$ cat config.mk
export PLATFORM = sky130hd
export DESIGN_NAME = ppc_top
export DESIGN_NICKNAME = d
export VERILOG_FILES = /design/src/core/ppc_pkg.sv /design/src/core/ppc_top.sv
export SDC_FILE = /design/constraint.sdc
export NUM_CORES = 1
export LEC_CHECK = 0
export ABC_AREA = 1
export BUFFER_PORTS_ARGS = -buffer_cell sky130_fd_sc_hd__buf_2
export CAP_MARGIN = 5
export CELL_PAD_IN_SITES_DETAIL_PLACEMENT = 0
export CELL_PAD_IN_SITES_GLOBAL_PLACEMENT = 1
export CORE_MARGIN = 4
export CORE_UTILIZATION = 45
export CTS_BUF_LIST = sky130_fd_sc_hd__clkbuf_4
export DETAILED_ROUTE_END_ITERATION = 12
export PLACE_DENSITY = 0.95
export SETUP_SLACK_MARGIN = 0.4
export SYNTH_ARGS = -nofsm -noshare
export SYNTH_HDL_FRONTEND = slang
export SYNTH_SLANG_ARGS = --single-unit
$ cat constraint.sdc
create_clock -name clk -period 3.95 [get_ports clk]
set_input_delay 0.395 -clock clk [delete_from_list [all_inputs] [get_ports clk]]
set_output_delay 0.395 -clock clk [all_outputs]
set_load 0.005 [all_outputs]
$ cat src/core/ppc_pkg.sv
// constants and types for the port pad configuration block
`default_nettype none
package ppc_pkg;
   // ****************************************************************
   // groups and register indices (byte address is four times index)
   // ****************************************************************
   localparam int NGRP  = 7;
   localparam int GRP_A = 0;
   localparam int GRP_B = 1;
   localparam int GRP_C = 2;
   localparam int GRP_E = 3;
   localparam int GRP_G = 5;
   localparam logic [NGRP-1:0][9:0] PU_IDX   = {10'h01e, 10'h01d, 10'h01c, 10'h01b,
                                                10'h019, 10'h018, 10'h017};
   localparam logic [NGRP-1:0][9:0] DATA_IDX = {10'h0d8, 10'h0c8, 10'h0c0, 10'h0b0,
                                                10'h090, 10'h080, 10'h0f8};
   localparam logic [NGRP-1:0][9:0] DIR_IDX  = {10'h0f7, 10'h0f2, 10'h0ef, 10'h0ee,
                                                10'h0ec, 10'h0eb, 10'h0ea};
   localparam logic [9:0] IDX_SEL = 10'h023;
   localparam logic [9:0] IDX_OD  = 10'h025;
   localparam logic [9:0] IDX_DP  = 10'h0b1;
   localparam logic [9:0] IDX_OPT = 10'h026;
   // ****************************************************************
   // field layouts and reset values
   // ****************************************************************
   localparam logic [NGRP-1:0][7:0] GRP_MASK = {8'hff, 8'h0f, 8'hff, 8'hff,
                                                8'hff, 8'hff, 8'h0f};
   localparam logic [NGRP-1:0][7:0] PU_RST   = '0;
   localparam logic [NGRP-1:0][7:0] DATA_RST = GRP_MASK;
   localparam logic [NGRP-1:0][7:0] DIR_RST  = GRP_MASK;
   localparam logic [7:0] OD_MASK      = 8'h0f;
   localparam logic [7:0] DP_MASK      = 8'h7f;
   localparam logic [7:0] OPT_MASK     = 8'h01;
   localparam logic [7:0] MAT_COM_MASK = 8'h0f;
   localparam logic [7:0] MAT_SEG_MASK = 8'hf0;
   localparam int HC_LOCK_BIT   = 0;
   localparam int DISP_TYPE_BIT = 2;
   localparam int OPT_4X4_BIT   = 0;
   localparam logic [1:0] RESP_OKAY   = 2'h0;
   localparam logic [1:0] RESP_SLVERR = 2'h2;
   // ****************************************************************
   // types
   // ****************************************************************
   typedef enum {
      REG_NONE, REG_PU, REG_DATA, REG_DIR, REG_SEL, REG_OD, REG_DP, REG_OPT
   } ppc_reg_t;
   typedef struct packed {
      ppc_reg_t   kind;
      logic [2:0] grp;
   } ppc_dec_t;
   typedef struct packed {
      logic [7:0] out;
      logic [7:0] oe_n;
      logic [7:0] pull_en;
   } ppc_pad_t;
   localparam ppc_pad_t PAD_IDLE = '{out: 8'h00, oe_n: 8'hff, pull_en: 8'h00};
endpackage : ppc_pkg
`default_nettype wire

$ cat src/core/ppc_top.sv
// port pad configuration: AXI4-Lite registers and per-pin pad control
//
// Decided for this implementation: register access over AXI4-Lite.
`timescale 1ns/10ps
`default_nettype none
module ppc_top
   import ppc_pkg::*;
#(
   parameter int ADDR_W    = 12,
   parameter int COM_GROUP = GRP_B
) (
   input  wire logic                       clk,
   input  wire logic                       rst_n,
   input  wire logic [ADDR_W-1:0]          awaddr,
   input  wire logic                       awvalid,
   output logic                            awready,
   input  wire logic [31:0]                wdata,
   input  wire logic [3:0]                 wstrb,
   input  wire logic                       wvalid,
   output logic                            wready,
   output logic [1:0]                      bresp,
   output logic                            bvalid,
   input  wire logic                       bready,
   input  wire logic [ADDR_W-1:0]          araddr,
   input  wire logic                       arvalid,
   output logic                            arready,
   output logic [31:0]                     rdata,
   output logic [1:0]                      rresp,
   output logic                            rvalid,
   input  wire logic                       rready,
   input  wire logic [NGRP-1:0][7:0]       pad_in,
   output ppc_pad_t [NGRP-1:0]             pad_o,
   input  wire logic [7:0]                 scan_out,
   output logic [7:0]                      com_func,
   output logic [7:0]                      seg_func,
   output logic [7:0]                      high_cur,
   output logic [7:0]                      display_ctrl
);

   // ****************************************************************
   // elaboration checks
   // ****************************************************************
   if (ADDR_W < 12) begin : g_bad_addr
      $error("ADDR_W must be at least 12");
   end
   if (COM_GROUP < 0 || COM_GROUP >= NGRP) begin : g_bad_grp
      $error("COM_GROUP out of range");
   end

   // ****************************************************************
   // address decode
   // ****************************************************************
   function automatic ppc_dec_t decode(input logic [ADDR_W-1:0] a);
      ppc_dec_t   d;
      logic [9:0] i;
      d.kind = REG_NONE;
      d.grp  = 3'h0;
      i      = a[11:2];
      if (a[1:0] != 2'h0 || (a >> 12) != '0) begin
         d.kind = REG_NONE;
      end else if (i == IDX_SEL) begin
         d.kind = REG_SEL;
      end else if (i == IDX_OD) begin
         d.kind = REG_OD;
      end else if (i == IDX_DP) begin
         d.kind = REG_DP;
      end else if (i == IDX_OPT) begin
         d.kind = REG_OPT;
      end else begin
         for (int k = 0; k < NGRP; k++) begin
            if (i == PU_IDX[k]) begin
               d.kind = REG_PU;
               d.grp  = 3'(k);
            end else if (i == DATA_IDX[k]) begin
               d.kind = REG_DATA;
               d.grp  = 3'(k);
            end else if (i == DIR_IDX[k]) begin
               d.kind = REG_DIR;
               d.grp  = 3'(k);
            end
         end
      end
      return d;
   endfunction : decode

   // ****************************************************************
   // write channel
   // ****************************************************************
   logic                 aw_full_q;
   logic [ADDR_W-1:0]    awaddr_q;
   logic                 w_full_q;
   logic [31:0]          wdata_q;
   logic [3:0]           wstrb_q;
   logic                 bvalid_q;
   logic [1:0]           bresp_q;
   logic                 aw_hs;
   logic                 w_hs;
   logic                 wr_go;
   logic                 wr_en;
   logic [ADDR_W-1:0]    wr_addr;
   logic [31:0]          wr_dat;
   logic [3:0]           wr_strb;
   ppc_dec_t             wr_dec;
   assign awready = !aw_full_q && !bvalid_q;
   assign wready  = !w_full_q && !bvalid_q;
   assign aw_hs   = awvalid && awready;
   assign w_hs    = wvalid && wready;
   assign wr_go   = (aw_full_q || aw_hs) && (w_full_q || w_hs);
   assign wr_addr = aw_full_q ? awaddr_q : awaddr;
   assign wr_dat  = w_full_q ? wdata_q : wdata;
   assign wr_strb = w_full_q ? wstrb_q : wstrb;
   assign wr_dec  = decode(wr_addr);
   assign wr_en   = wr_go && wr_dec.kind != REG_NONE && wr_strb[0];
   assign bvalid  = bvalid_q;
   assign bresp   = bresp_q;
   always_ff @(posedge clk or negedge rst_n) begin
      if (!rst_n) begin
         aw_full_q <= 1'b0;
         w_full_q  <= 1'b0;
         awaddr_q  <= '0;
         wdata_q   <= 32'h0;
         wstrb_q   <= 4'h0;
      end else begin
         aw_full_q <= (aw_full_q || aw_hs) && !wr_go;
         w_full_q  <= (w_full_q || w_hs) && !wr_go;
         if (aw_hs) begin
            awaddr_q <= awaddr;
         end
         if (w_hs) begin
            wdata_q <= wdata;
            wstrb_q <= wstrb;
         end
      end
   end

   always_ff @(posedge clk or negedge rst_n) begin
      if (!rst_n) begin
         bvalid_q <= 1'b0;
         bresp_q  <= RESP_OKAY;
      end else if (wr_go) begin
         bvalid_q <= 1'b1;
         bresp_q  <= (wr_dec.kind == REG_NONE) ? RESP_SLVERR : RESP_OKAY;
      end else if (bready) begin
         bvalid_q <= 1'b0;
      end
   end

   // ****************************************************************
   // configuration registers
   // ****************************************************************
   logic [NGRP-1:0][7:0] pu_q;
   logic [NGRP-1:0][7:0] data_q;
   logic [NGRP-1:0][7:0] dir_q;
   logic [7:0]           sel_q;
   logic [7:0]           od_q;
   logic [7:0]           dp_q;
   logic [7:0]           opt_q;
   always_ff @(posedge clk or negedge rst_n) begin
      if (!rst_n) begin
         pu_q <= PU_RST;
      end else if (wr_en && wr_dec.kind == REG_PU) begin
         pu_q[wr_dec.grp] <= wr_dat[7:0] & GRP_MASK[wr_dec.grp];
      end
   end
   always_ff @(posedge clk or negedge rst_n) begin
      if (!rst_n) begin
         data_q <= DATA_RST;
      end else if (wr_en && wr_dec.kind == REG_DATA) begin
         data_q[wr_dec.grp] <= wr_dat[7:0] & GRP_MASK[wr_dec.grp];
      end
   end
   always_ff @(posedge clk or negedge rst_n) begin
      if (!rst_n) begin
         dir_q <= DIR_RST;
      end else if (wr_en && wr_dec.kind == REG_DIR) begin
         dir_q[wr_dec.grp] <= wr_dat[7:0] & GRP_MASK[wr_dec.grp];
      end
   end
   always_ff @(posedge clk or negedge rst_n) begin
      if (!rst_n) begin
         sel_q <= 8'h00;
         dp_q  <= 8'h00;
         opt_q <= 8'h00;
      end else if (wr_en) begin
         if (wr_dec.kind == REG_SEL) begin
            sel_q <= wr_dat[7:0];
         end
         if (wr_dec.kind == REG_DP) begin
            dp_q <= wr_dat[7:0] & DP_MASK;
         end
         if (wr_dec.kind == REG_OPT) begin
            opt_q <= wr_dat[7:0] & OPT_MASK;
         end
      end
   end
   always_ff @(posedge clk or negedge rst_n) begin
      if (!rst_n) begin
         od_q <= 8'h00;
      end else if (wr_en && wr_dec.kind == REG_OD) begin
         od_q <= wr_dat[7:0] & OD_MASK;
      end
   end

   // ****************************************************************
   // read channel
   // ****************************************************************
   logic        rvalid_q;
   logic [7:0]  rdata_q;
   logic [1:0]  rresp_q;
   logic        ar_hs;
   logic [7:0]  rd_val;
   ppc_dec_t    rd_dec;
   assign arready = !rvalid_q;
   assign ar_hs   = arvalid && arready;
   assign rd_dec  = decode(araddr);
   assign rvalid  = rvalid_q;
   assign rresp   = rresp_q;
   assign rdata   = {24'h0, rdata_q};
   always_comb begin
      rd_val = 8'h00;
      case (rd_dec.kind)
         REG_PU:   rd_val = pu_q[rd_dec.grp];
         REG_DATA: rd_val = ((dir_q[rd_dec.grp] & pad_in[rd_dec.grp]) |
                             (~dir_q[rd_dec.grp] & data_q[rd_dec.grp]))
                            & GRP_MASK[rd_dec.grp];
         REG_DIR:  rd_val = dir_q[rd_dec.grp];
         REG_SEL:  rd_val = sel_q;
         REG_OD:   rd_val = od_q;
         REG_DP:   rd_val = dp_q;
         REG_OPT:  rd_val = opt_q;
         default:  rd_val = 8'h00;
      endcase
   end

   always_ff @(posedge clk or negedge rst_n) begin
      if (!rst_n) begin
         rvalid_q <= 1'b0;
         rdata_q  <= 8'h00;
         rresp_q  <= RESP_OKAY;
      end else if (ar_hs) begin
         rvalid_q <= 1'b1;
         rdata_q  <= rd_val;
         rresp_q  <= (rd_dec.kind == REG_NONE) ? RESP_SLVERR : RESP_OKAY;
      end else if (rready) begin
         rvalid_q <= 1'b0;
      end
   end

   // ****************************************************************
   // common-line function selection
   // ****************************************************************
   logic       lock;
   logic [7:0] com_d;
   logic [7:0] seg_d;
   logic [7:0] hc_d;
   assign lock = dp_q[HC_LOCK_BIT];
   always_comb begin
      com_d = 8'h00;
      seg_d = 8'h00;
      hc_d  = 8'h00;
      if (lock) begin
         hc_d = sel_q;
      end else if (dp_q[DISP_TYPE_BIT]) begin
         if (opt_q[OPT_4X4_BIT]) begin
            com_d = sel_q & MAT_COM_MASK;
            seg_d = sel_q & MAT_SEG_MASK;
         end else begin
            com_d = sel_q;
         end
      end else begin
         com_d = sel_q;
      end
   end

   // ****************************************************************
   // per-pin pad drive
   // ****************************************************************
   wire ppc_pad_t [NGRP-1:0] pad_d;
   ppc_pad_t [NGRP-1:0]      pad_q;
   for (genvar g = 0; g < NGRP; g++) begin : g_grp
      for (genvar b = 0; b < 8; b++) begin : g_pin
         localparam int OD_BIT = (g == GRP_C && b == 2) ? 0 :
                                 (g == GRP_C && b == 3) ? 1 :
                                 (g == GRP_E && b == 2) ? 2 :
                                 (g == GRP_E && b == 3) ? 3 : -1;
         wire disp_pin;
         wire od_pin;
         if (OD_BIT >= 0) begin : g_od
            assign od_pin = od_q[OD_BIT];
         end else begin : g_pp
            assign od_pin = 1'b0;
         end
         if (g == COM_GROUP) begin : g_com
            assign disp_pin = com_d[b] | seg_d[b];
         end else begin : g_gpio
            assign disp_pin = 1'b0;
         end
         assign pad_d[g].out[b]     = disp_pin ? scan_out[b] : data_q[g][b] & !od_pin;
         assign pad_d[g].oe_n[b]    = disp_pin ? 1'b0 :
                                      dir_q[g][b] | (od_pin & data_q[g][b]) |
                                      !GRP_MASK[g][b];
         assign pad_d[g].pull_en[b] = pu_q[g][b];
      end
   end
   always_ff @(posedge clk or negedge rst_n) begin
      if (!rst_n) begin
         pad_q <= {NGRP{PAD_IDLE}};
      end else begin
         pad_q <= pad_d;
      end
   end

   always_ff @(posedge clk or negedge rst_n) begin
      if (!rst_n) begin
         com_func     <= 8'h00;
         seg_func     <= 8'h00;
         high_cur     <= 8'h00;
         display_ctrl <= 8'h00;
      end else begin
         com_func     <= com_d;
         seg_func     <= seg_d;
         high_cur     <= hc_d;
         display_ctrl <= dp_q;
      end
   end
   assign pad_o = pad_q;
endmodule : ppc_top
`default_nettype wire

## After elaboration in Yosys (flattened, before gate mapping)

Memory sizes are Yosys's and may differ from the RTL's.
Cells that the tools add are included.

- Word-level logic and storage cells: 301
- Bits in read-only memories: 128
- Register bits after elaboration: 416
- Memories kept: 2
- Input port bits: 131

- Eq/ne operators: 64
- Multiplexer cells: 110
- Bitwise gates (word level): 26
- Reductions and logical operators: 36
- Magnitude comparators: 3

Memories:

| memory | depth | bits a word | rd ports | clocked after memory_dff | wr ports | line | source |
|---|---|---|---|---|---|---|---|
| (name not given) | 8 | 8 | 1 | 0 | 0 | ppc_top.sv:225 | `& GRP_MASK[rd_dec.grp];` |
| (name not given) | 8 | 8 | 1 | 0 | 0 | ppc_top.sv:176 | `dir_q[wr_dec.grp] <= wr_dat[7:0] & GRP_MASK[wr_dec.grp];` |

Operators by type and width:

| cell | count |
|---|---|
| 35-bit 2-to-1 mux | 40 |
| 32-bit 2-to-1 mux | 10 |
| 10-bit by 8-bit == test with 1-bit output (second input constant) | 30 |
| 32-bit by 3-bit == test with 1-bit output (second input constant) | 6 |
| 56-bit bitwise mux | 3 |
| 10-bit by 5-bit == test with 1-bit output (second input constant) | 14 |
| 32-bit by 4-bit == test with 1-bit output (second input constant) | 4 |
| 8-bit 2-to-1 mux | 15 |
| 8-bit binary-select mux with 3-bit select | 4 |
| 32-bit by 2-bit == test with 1-bit output (second input constant) | 3 |
| 32-bit zero test | 2 |
| 10-bit by 6-bit == test with 1-bit output (second input constant) | 6 |
| 8-bit case mux with 7 select lines | 1 |
| 8-bit AND | 4 |
| 32-bit by 1-bit == test with 1-bit output (second input constant) | 1 |
| 32-bit nonzero test | 1 |
| 3-bit 2-to-1 mux | 10 |
| 8-bit demux with 3-bit select | 1 |
| 1-bit 2-to-1 mux | 21 |
| 1-bit logical AND | 15 |
| 12-bit 2-to-1 mux | 1 |
| 1-bit bitwise OR | 12 |
| 5-bit 2-to-1 mux | 2 |
| 1-bit zero test | 9 |
| 9 further kinds | 24 |

## Logic depth before layout (Yosys ltp)

- Depth in word-level cells: 34
- Depth in mapped cells: 23
- Depth with buffers taken out: 22

## Least setup slack after synthesis

OpenSTA, ideal clock, no wires.

- Path type: register to register
- Start point: reg aw_full_q
- End point: reg pu_q (netlist bit pad_d[49])
- Slack: 1,491 ps
- Data arrival time: 2,342 ps
- Library setup time: 117 ps
- Stages on the path, launching flop included: 21
- Path through: dfrtp_1 > inv_2 > buf_6 > nand2_1 > nand2_1 > nand2_2 > nor2_4 > nand2_2 > nor2_1 > nor2_1 > nand4_1 > nor2_1 > nand4_2 > nand2_1 > nand3_2 > nand3_4 > nor2_1 > buf_2 > nand2_2 > nand2_1 > nand2_1

- Cells in the longest elaborated chain, start to end: 32
- Elaborated cells on any way between the ends: 77
- Classes of those cells: 2 x order compare; 26 x eq/ne; 36 x mux; 1 x bitwise; 11 x reduce/logical; 1 x memory

RTL lines:

| what | line | source |
|---|---|---|
| from (decl) | ppc_top.sv:89 | `logic aw_full_q;` |
| from (signal assigned) | ppc_top.sv:124 | `aw_full_q <= (aw_full_q \|\| aw_hs) && !wr_go;` |
| 12-bit 2-to-1 mux | ppc_top.sv:109 | `assign wr_addr = aw_full_q ? awaddr_q : awaddr;` |
| 10-bit by 8-bit == test with 1-bit output (on tied branches) | ppc_top.sv:74, ppc_top.sv:77 |  |
| 35-bit 2-to-1 mux / 5-bit 2-to-1 mux (equally long branches) | ppc_top.sv:74, ppc_top.sv:77 |  |
| 35-bit 2-to-1 mux (on tied branches) | ppc_top.sv:71, ppc_top.sv:74 |  |
| 35-bit 2-to-1 mux (on tied branches) | ppc_top.sv:77, ppc_top.sv:71 |  |
| 35-bit 2-to-1 mux (on tied branches) | ppc_top.sv:74, ppc_top.sv:77 |  |
| 35-bit 2-to-1 mux (on tied branches) | ppc_top.sv:71, ppc_top.sv:74 |  |
| 35-bit 2-to-1 mux (on tied branches) | ppc_top.sv:77, ppc_top.sv:71 |  |
| (+16 left out) | -- |  |
| 3-bit 2-to-1 mux / 32-bit 2-to-1 mux (equally long branches) | ppc_top.sv:63, ppc_top.sv:65 |  |
| 3-bit 2-to-1 mux / 32-bit 2-to-1 mux (equally long branches) | ppc_top.sv:61, ppc_top.sv:63 |  |
| 3-bit 2-to-1 mux / 32-bit 2-to-1 mux (equally long branches) | ppc_top.sv:59, ppc_top.sv:61 |  |
| 3-bit by 4-bit less-than comparator with 1-bit output (not written as such), or another cell as far along | ppc_top.sv:162 | `pu_q[wr_dec.grp] <= wr_dat[7:0] & GRP_MASK[wr_dec.grp];` |
| 1-bit logical AND (not written as such) / 32-bit nonzero test (equally long branches) | ppc_top.sv:162, ppc_top.sv:113 |  |
| 8-bit 2-to-1 mux (not written as such) / 1-bit logical AND (equally long branches) | ppc_top.sv:162, ppc_top.sv:113 |  |
| 8-bit demux with 3-bit select / 1-bit logical AND (equally long branches) | ppc_top.sv:162, ppc_top.sv:113 |  |
| 56-bit bitwise mux / 1-bit logical AND (equally long branches) | ppc_top.sv:162, ppc_top.sv:161 |  |
| to (signal, indexed assignment) | ppc_top.sv:162 |  |
| to (decl) | ppc_top.sv:151 | `logic [NGRP-1:0][7:0] pu_q;` |

Several ways; a longest one is shown, not always the timed one. The select of a mux whose other input is x is not followed.
A chain may end at the register's enable or synchronous reset.

## Final worst setup path

- Start point: reg aw_full_q
- End point: reg dir_q[18] in the netlist's numbering

- Cells in the longest elaborated chain, start to end: 32
- Elaborated cells on any way between the ends: 77
- Classes of those cells: 2 x order compare; 26 x eq/ne; 36 x mux; 1 x bitwise; 11 x reduce/logical; 1 x memory

RTL lines:

| what | line | source |
|---|---|---|
| 12-bit 2-to-1 mux | ppc_top.sv:109 |  |
| 10-bit by 8-bit == test with 1-bit output (on tied branches) | ppc_top.sv:74, ppc_top.sv:77 |  |
| 35-bit 2-to-1 mux / 5-bit 2-to-1 mux (equally long branches) | ppc_top.sv:74, ppc_top.sv:77 |  |
| 35-bit 2-to-1 mux (on tied branches) | ppc_top.sv:71, ppc_top.sv:74 |  |
| 35-bit 2-to-1 mux (on tied branches) | ppc_top.sv:77, ppc_top.sv:71 |  |
| 35-bit 2-to-1 mux (on tied branches) | ppc_top.sv:74, ppc_top.sv:77 |  |
| 35-bit 2-to-1 mux (on tied branches) | ppc_top.sv:71, ppc_top.sv:74 |  |
| 35-bit 2-to-1 mux (on tied branches) | ppc_top.sv:77, ppc_top.sv:71 |  |
| (+16 left out) | -- |  |
| 3-bit 2-to-1 mux / 32-bit 2-to-1 mux (equally long branches) | ppc_top.sv:63, ppc_top.sv:65 |  |
| 3-bit 2-to-1 mux / 32-bit 2-to-1 mux (equally long branches) | ppc_top.sv:61, ppc_top.sv:63 |  |
| 3-bit 2-to-1 mux / 32-bit 2-to-1 mux (equally long branches) | ppc_top.sv:59, ppc_top.sv:61 |  |
| 3-bit by 4-bit less-than comparator with 1-bit output (not written as such), or another cell as far along | ppc_top.sv:176 |  |
| 1-bit logical AND (not written as such) / 32-bit nonzero test (equally long branches) | ppc_top.sv:176, ppc_top.sv:113 |  |
| 8-bit 2-to-1 mux (not written as such) / 1-bit logical AND (equally long branches) | ppc_top.sv:176, ppc_top.sv:113 |  |
| 8-bit demux with 3-bit select / 1-bit logical AND (equally long branches) | ppc_top.sv:176, ppc_top.sv:113 |  |
| 56-bit bitwise mux / 1-bit logical AND (equally long branches) | ppc_top.sv:176, ppc_top.sv:175 |  |
| to (signal, indexed assignment) | ppc_top.sv:176 |  |
| to (decl) | ppc_top.sv:153 | `logic [NGRP-1:0][7:0] dir_q;` |

Several ways; a longest one is shown, not always the timed one. The select of a mux whose other input is x is not followed.

==> metrics.md <==
| Metric | Value |
|---|---|
| Status | finished clean |
| Syn Area/Cell | 8.048 µm² |
| First-pass detailed-route iteration total | 7 |
| CP required | 4.67 ns |
| Leakage Power | 12.61 nW |
| # rows | 74 |
| Total power | 9.326 mW |
| Synth cell types | 41 |
| Final Util | 0.5545 |
| Worst Hold Class | input port to flop |
| All-Layer GR Usage | 0.2832 |
| Synth top area share | 0.3509 |
| Pwr per Cell Area | 407.3 mW/mm² |
| Most frequent cells in the layout | 877 x nand2_1, 319 x nand3_1, 304 x buf_2 |
| Fin crit period | 3.232 ns |
| Number of max-cap violations | 0 |
| Setup crit end kind | flop |
| H-Tree Depth | 3 |
| Root buf cell | clkbuf_4 |
| DR iter-0 viols | 1617 |
| Vias per cell | 5.209 |
| Final period util | 0.8181 |
| Startpoint Class | flop |
| Most common cell on crit path | nand2_1 |
| Max Slew Vio Count | 0 |
| Most common cell after layout, fill and taps aside | nand2_1 |
| # port buffers | 305 |
| GRT Residual Overflow | 0 |
| #FFs+latches synth | 410 |
| Fin area | 0.02290 mm² |
| Worst Tran Pin Value | 1.262 ns |
| Final Wtd Congestion | 0.9824 |
| DP Wirelength | 46870 µm |
| Synth area leaders | dfrtp_1 35%, dfstp_2 20%, nand2_1 17% |
| Achievable Freq | 309.5 MHz |
| Final nets | 2896 |
| Relative slew slack | 0.1575 |
| Routed len/inst | 19.32 µm |
| Clk_skew | 0.08827 ns |
| Slowest-stage cell, CP | dfrtp_1 |
| Register area share after synthesis | 0.5504 |
| TritonCTS clock tree | built |
| Total negative setup slack | 0 ns |
| Sink Count | 410 |
| First-pass GRT wire length | 99200 µm |
| Synthesis Warnings | 0 |
| Endpoints failing hold | 0 |
| Vias in the first global route | 17314 |
| Residual DRC | 0 |
| CP Class | flop to flop |
| Initial antenna violation count | 2 |
| Clk slew on worst S/H paths | 0.07 ns |
| Register area | 0.01044 mm² |
| Worst path arrival time | 3.95 ns |
| Layout cell share with drive strength beyond 1 | 0.2635 |
| Area Growth Syn to Fin | 20.70% |
| CTS Buffer Depth | 3 |
| Via count | 17647 |
| DIE AREA | 0.04550 mm² |
| Dpl cell area | 0.02109 mm² |
| Cell taking the most area after synthesis | dfrtp_1 |
| IO Pins | 372 |
| Initial Utilization | 0.4594 |
| Clock Latency Late Sink | 0.85 ns |
| Die height | 213.3 µm |
| Largest net degree at the start of global routing | 106 |
| Multi-input gate area | 0.007157 mm² |
| Critical path's largest stage delay | 0.40 ns |
| Num CTS Buffers | 106 |
| Slack of the worst reg-to-reg path | 0.72 ns |
| Placement Setup Slack | 0.4086 ns |
| Mapped Cells | 2357 |
| WL final | 65470 µm |
| Post-route ant nets | 0 |
| Count of final setup violators | 0 |
| Mapped Area | 0.01897 mm² |
| RSZ-0062 raised after global routing | yes |
| Maximum vdd drop | 215.9 µV |
| Worst Path Max Fanout | 29 |
| Crit-path cells | inv_2, nand2_1, nand2_1, nand2_2, nor2_4, nand3_1, o21ai_1, nor2_1, nand4_1, nor2_1, nand3_2, nand2_2, nand3_2, nand3_4, nor2_4, buf_12, nand2_1, nand2_1, nand2_1 |
| Final setup margin | 0.7185 ns |
| Fillers | 3856 |
| Core ar. | 0.04129 mm² |
| Die X | 213.3 µm |
==> synth_stat cells <==
master    number
nor2b_1        1
buf_6          2
o21ai_2        1
o21ai_1        7
nor3_1        14
dfrtp_1      266
a41oi_1        1
nor2_1       150
dfstp_2      144
buf_1         15
buf_4         44
nor2_4         5
a21boi_0       8
nand3_4        1
o221ai_1       1
buf_2         38
nand3_1      320
o21ai_0       88
o211ai_1      15
nor2_8         1
and2_1         3
inv_1        188
nand4_1       22
nor3_4         1
nand3b_1      12
nor3_2         3
or3_1          1
o31ai_2        1
nand4_2        1
o21bai_1       1
a31oi_1        1
nand2_1      879
nor2_2        11
o21a_1         1
nand3_2        2
nand2_2       16
inv_2         21
a21oi_1       29
clkinv_1       3
conb_1         2
clkbuf_1      37
==> power by group <==
part	internal, mW	total, mW	switching [mW]
Clock	1.88	3.67	1.79
Sequential	4.33	4.41	0.0843
Combinational	0.316	1.24	0.926
==> flip-flops by register name (all words and copies together) (netlist names), 12 cells and up <==
register and flops:
dir_q 56, awaddr_q 12, pad_o 160, pad_d 56, data_q 56
==> timing repair <==
| action | 4_1_cts | 5_1_grt |
|---|---|---|
| hold endpoints to repair | 87 | 0 |
| resized for setup | 0 | 4 |
| buffers inserted | 0 | 7 |
| endpoints found under the setup margin | 0 | 172 |
| hold buffers | 33 | 0 |
==> worst max-delay path: cells and delay by family (launching register included) <==
kind	cells	cell delay, ns
buf+inv	2	0.44
simple gates	16	2.17
compound gates	1	0.14
flops	1	0.40
==> routing by layer <==
metal	track usage	vias up	share of wire
li1	-	8259	-
met1	0.3902	8500	0.42
met2	0.4565	767	0.47
met3	0.04672	121	0.074
met4	0.1040	0	0.031
met5	0	-	0
==> logic make-up (layout without fill, tap and decap cells) <==
logic type	after synthesis	count (layout)	synth area share
DFF	410	410	0.5504
buffers and inverters	348	808	0.08087
and+or+nand+nor	1443	1443	0.3234
other	2	41	0.0003959
AOI/OAI and AO/OA	154	154	0.04498
==> path summary, 6_finish.rpt <==
kind / depth (start not counted) / to / from
max: 19 / dir_q[18]$_DFFE_PN1P_ / aw_full_q$_DFF_PN0_
min: 5 / awaddr_q[0]$_DFFE_PN0P_ / awvalid
max reg2reg: 19 / dir_q[18]$_DFFE_PN1P_ / aw_full_q$_DFF_PN0_
min reg2reg: 0 / pad_o[157]$_DFF_PN1_ / dir_q[53]$_DFFE_PN1P_
max in group asynchronous: 3 / pad_o[156]$_DFF_PN1_ / rst_n
min in group asynchronous: 2 / pad_o[116]$_DFF_PN0_ / rst_n
==> final cells by class <==
cell class,count,area share
Tap cell,532,0.02907
Sequential cell,410,0.4560
Antenna cell,2,0.0002186
Inverter,212,0.03492
Timing Repair Buffer,399,0.1070
Multi-Input combinational cell,1636,0.3126
Clock buffer,162,0.05311
Clock inverter,35,0.007158
==> metrics by stage <==
step	hold WS (ns)	cells
2_1_floorplan	0.09941	2394
3_3_place_gp	0.3653	3149
3_5_place_dp	0.3673	3149
4_1_cts	0.03058	3379
5_1_grt	0.1252	3387
6_report	0.1026	3388
(Power assumes the default switching activity.)
